**config.mk**
```make
export PLATFORM = sky130hd
export DESIGN_NAME = csgb_buffer
export DESIGN_NICKNAME = d
export VERILOG_FILES = /design/src/verilog/csgb_pkg.sv /design/src/verilog/csgb_buffer.sv /design/src/verilog/csgb_gate.sv /design/src/verilog/csgb_switch.sv
export SDC_FILE = /design/constraint.sdc
export NUM_CORES = 1
export LEC_CHECK = 0
export BUFFER_PORTS_ARGS = -buffer_cell sky130_fd_sc_hd__buf_2
export CAP_MARGIN = 30
export CELL_PAD_IN_SITES_DETAIL_PLACEMENT = 1
export CELL_PAD_IN_SITES_GLOBAL_PLACEMENT = 1
export CORE_MARGIN = 3
export CORE_UTILIZATION = 35
export CTS_CLUSTER_DIAMETER = 30
export DETAILED_ROUTE_END_ITERATION = 6
export GPL_TIMING_DRIVEN = 0
export PLACE_DENSITY_LB_ADDON = 0.1
export SLEW_MARGIN = 20
export SYNTH_ARGS = -nofsm -noshare
export SYNTH_HDL_FRONTEND = slang
export SYNTH_SLANG_ARGS = --single-unit
```
**constraint.sdc**
```tcl
create_clock -name core_clk_in -period 3.8 [get_ports core_clk_in]
set_input_delay 0 -clock core_clk_in [delete_from_list [all_inputs] [get_ports core_clk_in]]
set_output_delay 0 -clock core_clk_in [all_outputs]
set_load 0.02 [all_outputs]
```
**src/verilog/csgb_pkg.sv**
```systemverilog
`default_nettype none
package csgb_pkg;

    ////////////////////////////////////////////////////////////////////////
    // widths and select codes
    localparam int NUM_SRC = 4;
    localparam int PIN_CLK_W = 2;
    localparam int SEL_W = 2;
    localparam logic [1:0] SEL_RST = 2'h0;
    localparam logic [1:0] SEL_PIN0 = 2'h0;
    localparam logic [1:0] SEL_PIN1 = 2'h1;
    localparam logic [1:0] SEL_PLL = 2'h2;
    localparam logic [1:0] SEL_CORE = 2'h3;
    localparam logic [1:0] CNT_ONE = 2'h0;

    ////////////////////////////////////////////////////////////////////////
    // timing: a source with no edge for this long counts as stopped
    localparam int CLK_MHZ = 25;
    localparam int STALL_NS = 2000;
    localparam int STALL_CYC = (STALL_NS * CLK_MHZ) / 1000;
    localparam int STALL_W = 7;
    localparam logic [STALL_W-1:0] STALL_MAX = STALL_W'(STALL_CYC);
    localparam logic [STALL_W-1:0] STALL_RST = 7'h00;

    ////////////////////////////////////////////////////////////////////////
    // modes, states and carriers
    typedef enum logic {
        CSGB_MODE_GLOBAL = 1'b0,
        CSGB_MODE_EXT = 1'b1
    } csgb_mode_t;

    typedef enum logic [1:0] {
        SW_IDLE = 2'b00,
        SW_DROP = 2'b01,
        SW_PICK = 2'b10
    } csgb_sw_state_t;

    typedef struct packed {
        csgb_mode_t mode;
        logic [1:0] src_cnt;
        logic glitch_free;
        logic ena_used;
        logic sel_used;
    } csgb_cfg_t;

    typedef struct packed {
        logic [1:0] active_src;
        logic switching;
        logic cfg_err;
        logic src_stalled;
        logic route_ext;
    } csgb_stat_t;

    localparam csgb_stat_t STAT_RST = '0;

endpackage : csgb_pkg
`default_nettype wire

```
**src/verilog/csgb_buffer.sv**
```systemverilog
`timescale 1ns/10ps
`default_nettype none
module csgb_buffer
    import csgb_pkg::*;
(
    // clock and reset
    input wire logic core_clk_in,
    input wire logic srst_in,
    // static configuration
    input wire csgb_cfg_t cfg_in,
    // clock sources
    input wire logic [PIN_CLK_W-1:0] pin_clk_in,
    input wire logic pll_clk_in,
    input wire logic core_sig_clk_in,
    // dynamic controls
    input wire logic [SEL_W-1:0] sel_in,
    input wire logic ena_in,
    // buffered clock
    output logic clk_out,
    // status
    output csgb_stat_t stat_out,
    output logic [NUM_SRC-1:0] src_alive_out
);

    ////////////////////////////////////////////////////////////////////////
    // declarations

    logic [NUM_SRC-1:0] src;
    logic [NUM_SRC-1:0] src_prev;
    logic first_rise;
    logic cfg_err;
    logic eff_ext;
    logic [1:0] eff_cnt;
    logic sel_raw;
    logic [SEL_W-1:0] sel_pin;
    logic [SEL_W-1:0] sel_q;
    logic [SEL_W-1:0] next_sel;
    logic [1:0] req;
    logic gf_eff;
    logic ena_eff;
    logic sw_clk;
    logic [1:0] cur_src;
    logic sw_busy;
    logic [NUM_SRC-1:0] stalled;
    csgb_stat_t next_stat;
    logic [NUM_SRC-1:0] next_src_prev;
    logic [NUM_SRC-1:0] src_chg;
    logic cnt_err;
    logic path_err;
    logic [1:0] sel_src;
    logic sel_ok;
    logic multi_src;
    logic [NUM_SRC-1:0] next_alive;

    ////////////////////////////////////////////////////////////////////////
    // source vector: pins, PLL output, core-made clock

    // bit 0 is the first input clock, codes follow bit order
    always_comb begin
        src[PIN_CLK_W-1:0] = pin_clk_in;
        src[SEL_PLL] = pll_clk_in;
        src[SEL_CORE] = core_sig_clk_in;
    end

    // previous samples for edge detection
    always_comb begin
        next_src_prev = src;
    end

    // no reset: a cleared copy would fake a rise just after release
    always_ff @(posedge core_clk_in) begin
        src_prev <= next_src_prev;
    end

    ////////////////////////////////////////////////////////////////////////
    // per-source edges

    // a change flag a source feeds its activity monitor
    generate
        for (genvar j = 0; j < NUM_SRC; j++) begin : g_edge
            assign src_chg[j] = src[j] ^ src_prev[j];
        end
    endgenerate

    ////////////////////////////////////////////////////////////////////////
    // configuration check

    // external path takes exactly one clock
    always_comb begin
        cnt_err = (cfg_in.mode == CSGB_MODE_EXT) && (cfg_in.src_cnt != CNT_ONE);
    end

    // external path takes no dynamic select
    always_comb begin
        path_err = (cfg_in.mode == CSGB_MODE_EXT) && cfg_in.sel_used;
    end

    // either fault flags the setup
    always_comb begin
        cfg_err = cnt_err || path_err;
    end

    // a bad external setting falls back to the global network
    always_comb begin
        eff_ext = (cfg_in.mode == CSGB_MODE_EXT) && !cfg_err;
        eff_cnt = eff_ext ? CNT_ONE : cfg_in.src_cnt;
    end

    ////////////////////////////////////////////////////////////////////////
    // source select capture

    // unconnected select reads as code zero
    always_comb begin
        sel_raw = cfg_in.sel_used;
        sel_pin = sel_raw ? sel_in : SEL_RST;
    end

    // a rise of the first input clock is the only capture point
    always_comb begin
        first_rise = src[SEL_PIN0] & ~src_prev[SEL_PIN0];
    end

    // select only moves on a rise of the first input clock
    always_comb begin
        next_sel = sel_q;
        if (first_rise) begin
            next_sel = sel_pin;
        end
    end

    // register captured select, code zero out of reset
    always_ff @(posedge core_clk_in) begin
        if (srst_in) begin
            sel_q <= SEL_RST;
        end else begin
            sel_q <= next_sel;
        end
    end

    ////////////////////////////////////////////////////////////////////////
    // select decode

    // code to source: 00 first pin, 01 second pin, 10 PLL, 11 core
    always_comb begin
        case (sel_q)
            SEL_PIN0: sel_src = SEL_PIN0;
            SEL_PIN1: sel_src = SEL_PIN1;
            SEL_PLL: sel_src = SEL_PLL;
            SEL_CORE: sel_src = SEL_CORE;
            default: sel_src = SEL_PIN0;
        endcase
    end

    // a code is usable only within the configured count
    always_comb begin
        sel_ok = (sel_src <= eff_cnt);
    end

    ////////////////////////////////////////////////////////////////////////
    // requested source

    // codes beyond the configured count fall back to clock zero
    always_comb begin
        if (eff_ext) begin
            req = SEL_PLL;
        end else if (!sel_ok) begin
            req = SEL_PIN0;
        end else begin
            req = sel_src;
        end
    end

    // more than one source in use
    always_comb begin
        multi_src = (eff_cnt != CNT_ONE);
    end

    // glitch-free only matters with more than one source
    always_comb begin
        gf_eff = cfg_in.glitch_free && multi_src;
    end

    ////////////////////////////////////////////////////////////////////////
    // source switch

    csgb_switch u_switch (
        .core_clk_in(core_clk_in),
        .srst_in(srst_in),
        .src_in(src),
        .src_prev_in(src_prev),
        .req_in(req),
        .gf_in(gf_eff),
        .sw_clk_out(sw_clk),
        .cur_out(cur_src),
        .busy_out(sw_busy)
    );

    ////////////////////////////////////////////////////////////////////////
    // network enable

    // unconnected enable reads as high
    always_comb begin
        ena_eff = cfg_in.ena_used ? ena_in : 1'b1;
    end

    // the single buffered output
    csgb_gate u_gate (
        .core_clk_in(core_clk_in),
        .srst_in(srst_in),
        .clk_sel_in(sw_clk),
        .ena_in(ena_eff),
        .gclk_out(clk_out)
    );

    ////////////////////////////////////////////////////////////////////////
    // per-source activity monitors

    // a source with no edge for the stall time is flagged stopped
    generate
        for (genvar i = 0; i < NUM_SRC; i++) begin : g_mon
            logic [STALL_W-1:0] cnt;
            logic [STALL_W-1:0] next_cnt;

            // restart on every edge, saturate at the limit
            always_comb begin
                if (src_chg[i]) begin
                    next_cnt = STALL_RST;
                end else if (cnt < STALL_MAX) begin
                    next_cnt = cnt + 7'h01;
                end else begin
                    next_cnt = cnt;
                end
            end

            // register the count
            always_ff @(posedge core_clk_in) begin
                if (srst_in) begin
                    cnt <= STALL_RST;
                end else begin
                    cnt <= next_cnt;
                end
            end

            assign stalled[i] = (cnt == STALL_MAX);
        end
    endgenerate

    // alive means an edge seen within the stall time
    always_comb begin
        next_alive = ~stalled;
    end

    // register alive flags
    always_ff @(posedge core_clk_in) begin
        if (srst_in) begin
            src_alive_out <= '0;
        end else begin
            src_alive_out <= next_alive;
        end
    end

    ////////////////////////////////////////////////////////////////////////
    // status

    // a stalled current source blocks a pending switch
    always_comb begin
        next_stat.active_src = cur_src;
        next_stat.switching = sw_busy;
        next_stat.cfg_err = cfg_err;
        next_stat.src_stalled = stalled[cur_src];
        next_stat.route_ext = eff_ext;
    end

    // register status
    always_ff @(posedge core_clk_in) begin
        if (srst_in) begin
            stat_out <= STAT_RST;
        end else begin
            stat_out <= next_stat;
        end
    end

endmodule : csgb_buffer
`default_nettype wire

```
**src/verilog/csgb_gate.sv**
```systemverilog
`timescale 1ns/10ps
`default_nettype none
module csgb_gate
    import csgb_pkg::*;
(
    // clock and reset
    input wire logic core_clk_in,
    input wire logic srst_in,
    // selected clock and enable
    input wire logic clk_sel_in,
    input wire logic ena_in,
    // gated clock
    output logic gclk_out
);

    logic en;
    logic next_en;
    logic next_gclk;

    ////////////////////////////////////////////////////////////////////////
    // enable only moves while the clock is low, output low while disabled
    always_comb begin
        next_en = clk_sel_in ? en : ena_in;
        next_gclk = clk_sel_in & next_en;
    end

    // register enable and output
    always_ff @(posedge core_clk_in) begin
        if (srst_in) begin
            en <= 1'b0;
            gclk_out <= 1'b0;
        end else begin
            en <= next_en;
            gclk_out <= next_gclk;
        end
    end

endmodule : csgb_gate
`default_nettype wire

```
**src/verilog/csgb_switch.sv**
```systemverilog
`timescale 1ns/10ps
`default_nettype none
module csgb_switch
    import csgb_pkg::*;
(
    // clock and reset
    input wire logic core_clk_in,
    input wire logic srst_in,
    // sampled sources and their previous samples
    input wire logic [NUM_SRC-1:0] src_in,
    input wire logic [NUM_SRC-1:0] src_prev_in,
    // requested source and mode
    input wire logic [1:0] req_in,
    input wire logic gf_in,
    // switched clock and state
    output logic sw_clk_out,
    output logic [1:0] cur_out,
    output logic busy_out
);

    csgb_sw_state_t state;
    csgb_sw_state_t next_state;
    logic [1:0] tgt;
    logic [1:0] next_tgt;
    logic [1:0] next_cur;
    logic next_sw_clk;
    logic old_fall;
    logic new_fall;

    ////////////////////////////////////////////////////////////////////////
    // switch sequencer: drop old on its fall, take new on its fall
    always_comb begin
        next_state = state;
        next_cur = cur_out;
        next_tgt = tgt;
        old_fall = src_prev_in[cur_out] & ~src_in[cur_out];
        new_fall = src_prev_in[tgt] & ~src_in[tgt];
        case (state)
            SW_IDLE: begin
                if (req_in != cur_out) begin
                    if (gf_in) begin
                        next_tgt = req_in;
                        next_state = SW_DROP;
                    end else begin
                        next_cur = req_in;
                    end
                end
            end
            SW_DROP: begin
                if (old_fall) begin
                    next_state = SW_PICK;
                end
            end
            SW_PICK: begin
                if (new_fall) begin
                    next_cur = tgt;
                    next_state = SW_IDLE;
                end
            end
            default: begin
                next_state = SW_IDLE;
            end
        endcase
        // output held low between the two falling edges
        case (next_state)
            SW_IDLE: next_sw_clk = src_in[next_cur];
            SW_DROP: next_sw_clk = src_in[cur_out];
            default: next_sw_clk = 1'b0;
        endcase
    end

    // register sequencer state
    always_ff @(posedge core_clk_in) begin
        if (srst_in) begin
            state <= SW_IDLE;
            cur_out <= SEL_RST;
            tgt <= SEL_RST;
            sw_clk_out <= 1'b0;
            busy_out <= 1'b0;
        end else begin
            state <= next_state;
            cur_out <= next_cur;
            tgt <= next_tgt;
            sw_clk_out <= next_sw_clk;
            busy_out <= (next_state != SW_IDLE);
        end
    end

endmodule : csgb_switch
`default_nettype wire

```
==> results.sh <==
export IMPL_portBuffers=24
export IMPL_path_cells="clkbuf_1 -> ha_1 -> and2b_2 -> o21a_1 -> o21bai_1 -> nand3_1 -> a221o_1 -> o211a_1"
export IMPL_hp_class="input port to flop"
export IMPL_grt_max_degree=19
export IMPL_syn_inst=269
export IMPL_cts_path_max_buffers=2
export IMPL_synth_top_family_by_area="simple AND/OR/NAND/NOR gates"
export IMPL_core_area_sq_um=6490
export IMPL_post_cts_buffers=0
export IMPL_yosysWarnings=0
export IMPL_num_antenna_cells=0
export IMPL_synth_xor_area_frac=0.0619
export IMPL_synth_seq_cells=54
export IMPL_cp_top_family="compound AO/OA/AOI/OAI gates"
export IMPL_finClkSkew_ns=0.0101
export IMPL_wirelength_mm=5.10
export IMPL_path_class="flop to flop"
export IMPL_ys_flop_type="dfxtp_1"
export IMPL_dr_pass1_iters=4
export IMPL_grt_busiest_layer="met2"
export IMPL_period_minus_slack_ns=2.21
export IMPL_grt_first_pass_wirelength_mm=8.79
export IMPL_final_common_cell="dfxtp_1"
export IMPL_antenna_found_initial=0
export IMPL_grt_pass1_vias=1919
export IMPL_synthesis_area_sq_um=2400
export IMPL_cts_root_buf="clkbuf_8"
export IMPL_synth_avg_cell_area_sq_um=8.94
export IMPL_syn_nets=295
export IMPL_synth_edf_count=0
export IMPL_tightest_slew_ns=0.559
export IMPL_clock_latency_ns=0.31
export IMPL_critical_path_max_stage_delay_ns=0.45
export IMPL_die_area_sq_um=7900
export IMPL_yosys_mux_area_fraction=0.0307
export IMPL_num_rows=29
export IMPL_finalMaxSlewViolations=0
export IMPL_rsz0062_at_grt="no"
export IMPL_regArea_sq_um=1080
export IMPL_max_slew_margin_rel=0.625
export IMPL_placed_area_sq_um=2620
export IMPL_grt_use_met1=0.185
export IMPL_worstSetupStartpointType="flop"
export IMPL_postRouteAntennaNets=0
export IMPL_final_nets=336
export IMPL_global_route_usage_met3=0.0298
export IMPL_clock_fmax_ghz=0.453
export IMPL_hpwlAfterDp_mm=3.81
export IMPL_cp_max_fo=6
export IMPL_yosys_area_share_simple=0.237
export IMPL_p_per_area_nw_per_um2=403
export IMPL_critical_path_buf_inv_count=1
export IMPL_die_x_microns=88.9
export IMPL_grt_overflow=0
export IMPL_fillCellCount=772
export IMPL_io_pins=26
export IMPL_drc=0
export IMPL_seq_area_frac_synth=0.450
export IMPL_async_flop_share=0
export IMPL_drive_gt1_frac=0.132
export IMPL_vias_per_cell=4.97
export IMPL_synthAdderAreaFrac=0.0573
export IMPL_final_cell_area_sq_um=2840
export IMPL_area_delta_synth_final_pct=18.1
export IMPL_hold_viol_final=0
export IMPL_cp_slowest_cell="dfxtp_1"
export IMPL_met2_usage=0.233
export IMPL_p_leak_nw=1.18
export IMPL_finalPower_w=0.00114
export IMPL_synth_distinct_cells=46
export IMPL_die_h_microns=88.9
export IMPL_initial_core_util=0.370
export IMPL_period_share=0.580
export IMPL_cts_sinks=54
export IMPL_cp_end_kind="flop"
export IMPL_htree_levels=2
export IMPL_cts_tree="built"
export IMPL_final_cell_mix="54 x dfxtp_1, 49 x nor2_1, 25 x buf_2"
export IMPL_crit_required_ns=4.02
export IMPL_drt_iter0_drc=31
export IMPL_place_gp_congestion=0.740
export IMPL_final_setup_viol_count=0
export IMPL_arrival_ns=2.42
export IMPL_wl_per_cell_microns=13.2
export IMPL_status="completed"
export IMPL_path_clk_slew_ns=0.11
export IMPL_multiInputGateArea_sq_um=1190
export IMPL_num_vias=1927
export IMPL_tns_ns=0
export IMPL_synth_compound_area_share=0.110
export IMPL_worst_ir_drop_vdd_uv=206
export IMPL_maxCapViolCount=0
export IMPL_grtUsageTotal=0.142
export IMPL_numCtsBuffers=5
==> logic make-up after synthesis <==
group                      count (synthesis)
AOI/OAI and AO/OA                         38
xor gates and xnor gates                  17
adders and majority gates                 11
buffers and inverters                     27
DFF                                       54
muxes                                      6
and+or+nand+nor                          116
==> worst reg2reg max path, delay by kind of cell (launching register included) <==
family | cells | cell delay (ns)
simple gates | 2 | 0.38
compound gates | 4 | 0.94
fa+ha+maj | 1 | 0.23
flops | 1 | 0.45
buf+inv | 1 | 0.12
==> cell usage after synthesis (all sizes together) (2+ instances only) <==
cell type / n / share of area
nor2: 49 / 0.077
xnor2: 7 / 0.026
buf: 2 / 0.0068
o21ai: 4 / 0.0083
o21bai: 2 / 0.0062
ha: 11 / 0.057
nand2b: 4 / 0.010
nand3: 5 / 0.010
or3: 6 / 0.016
nand4: 5 / 0.013
a21oi: 5 / 0.010
o21a: 3 / 0.0094
a211oi: 7 / 0.022
inv: 16 / 0.025
nor2b: 10 / 0.026
mux2i: 4 / 0.017
nand2: 15 / 0.023
clkbuf: 7 / 0.015
nor3: 8 / 0.017
a31oi: 8 / 0.021
xor2: 10 / 0.036
and4: 3 / 0.011
and3: 4 / 0.010
dfxtp: 54 / 0.45
==> per-stage QoR <==
step / hold WS (ns) / util / instances / worst slack, ns
6_report: 0.0413 / 0.437 / 388 / 1.59
5_1_grt: 0.0492 / 0.437 / 388 / 1.43
4_1_cts: 0.00550 / 0.437 / 388 / 1.57
3_5_place_dp: 0.145 / 0.403 / 370 / 1.59
3_3_place_gp: 0.145 / 0.403 / 370 / 1.60
2_1_floorplan: 0.0277 / - / 269 / 1.82
==> power by group <==
| group | switching, W | leakage (nW) | internal [W] |
|---|---|---|---|
| Sequential | 0.0000170 | 0.441 | 0.000590 |
| Clock | 0.000196 | 0.0563 | 0.000201 |
| Combinational | 0.0000747 | 0.678 | 0.0000650 |
| Total | 0.000288 | 1.18 | 0.000856 |
==> cell type report <==
cell class / count / area share
inverters: 17 / 0.0225
repair buffers: 34 / 0.0776
clock buffers: 5 / 0.0243
plain buffers: 10 / 0.0225
clock inverters: 3 / 0.0172
well taps: 77 / 0.0340
flip-flops and latches: 54 / 0.381
multi-input cells: 188 / 0.421
==> worst paths after layout <==
| kind | from | slack, ns | endpoint | depth (start not counted) |
|---|---|---|---|---|
| min | ena_in | 0.04 | flop | 4 |
| min reg2reg | u_switch.busy_out$_SDFF_PP0_ | 0.45 | stat_out[3]$_SDFF_PP0_ | 1 |
| max | sel_q[1]$_SDFFE_PP0P_ | 1.59 | u_switch.sw_clk_out$_SDFF_PP0_ | 8 |
| max reg2reg | sel_q[1]$_SDFFE_PP0P_ | 1.59 | u_switch.sw_clk_out$_SDFF_PP0_ | 8 |
==> flip-flops by register name (all words and copies together), names as in the netlist, 2 cells and up, named ones only <==
register and flops:
sel_q 2, u_switch.cur_out 2, src_prev 4, g_mon.cnt 28, src_alive_out 4, u_switch.tgt 2, u_switch.state 2, stat_out 6
==> timing repair <==
item	in CTS	in global routing
endpoints found under the setup margin	0	0
hold buffers	10	0
hold endpoints to repair	8	0
gates resized for setup	0	0
==> metal layers <==
| layer | up-vias | routed length [microns] | share of wire |
|---|---|---|---|
| met1 | 910 | 2550 | 0.50 |
| li1 | 993 | - | - |
| met5 | - | 0 | 0 |
| met4 | 0 | 49 | 0.0096 |
| met2 | 19 | 2350 | 0.46 |
| met3 | 5 | 157 | 0.031 |
Note: power is estimated with default switching activity, not from simulation.
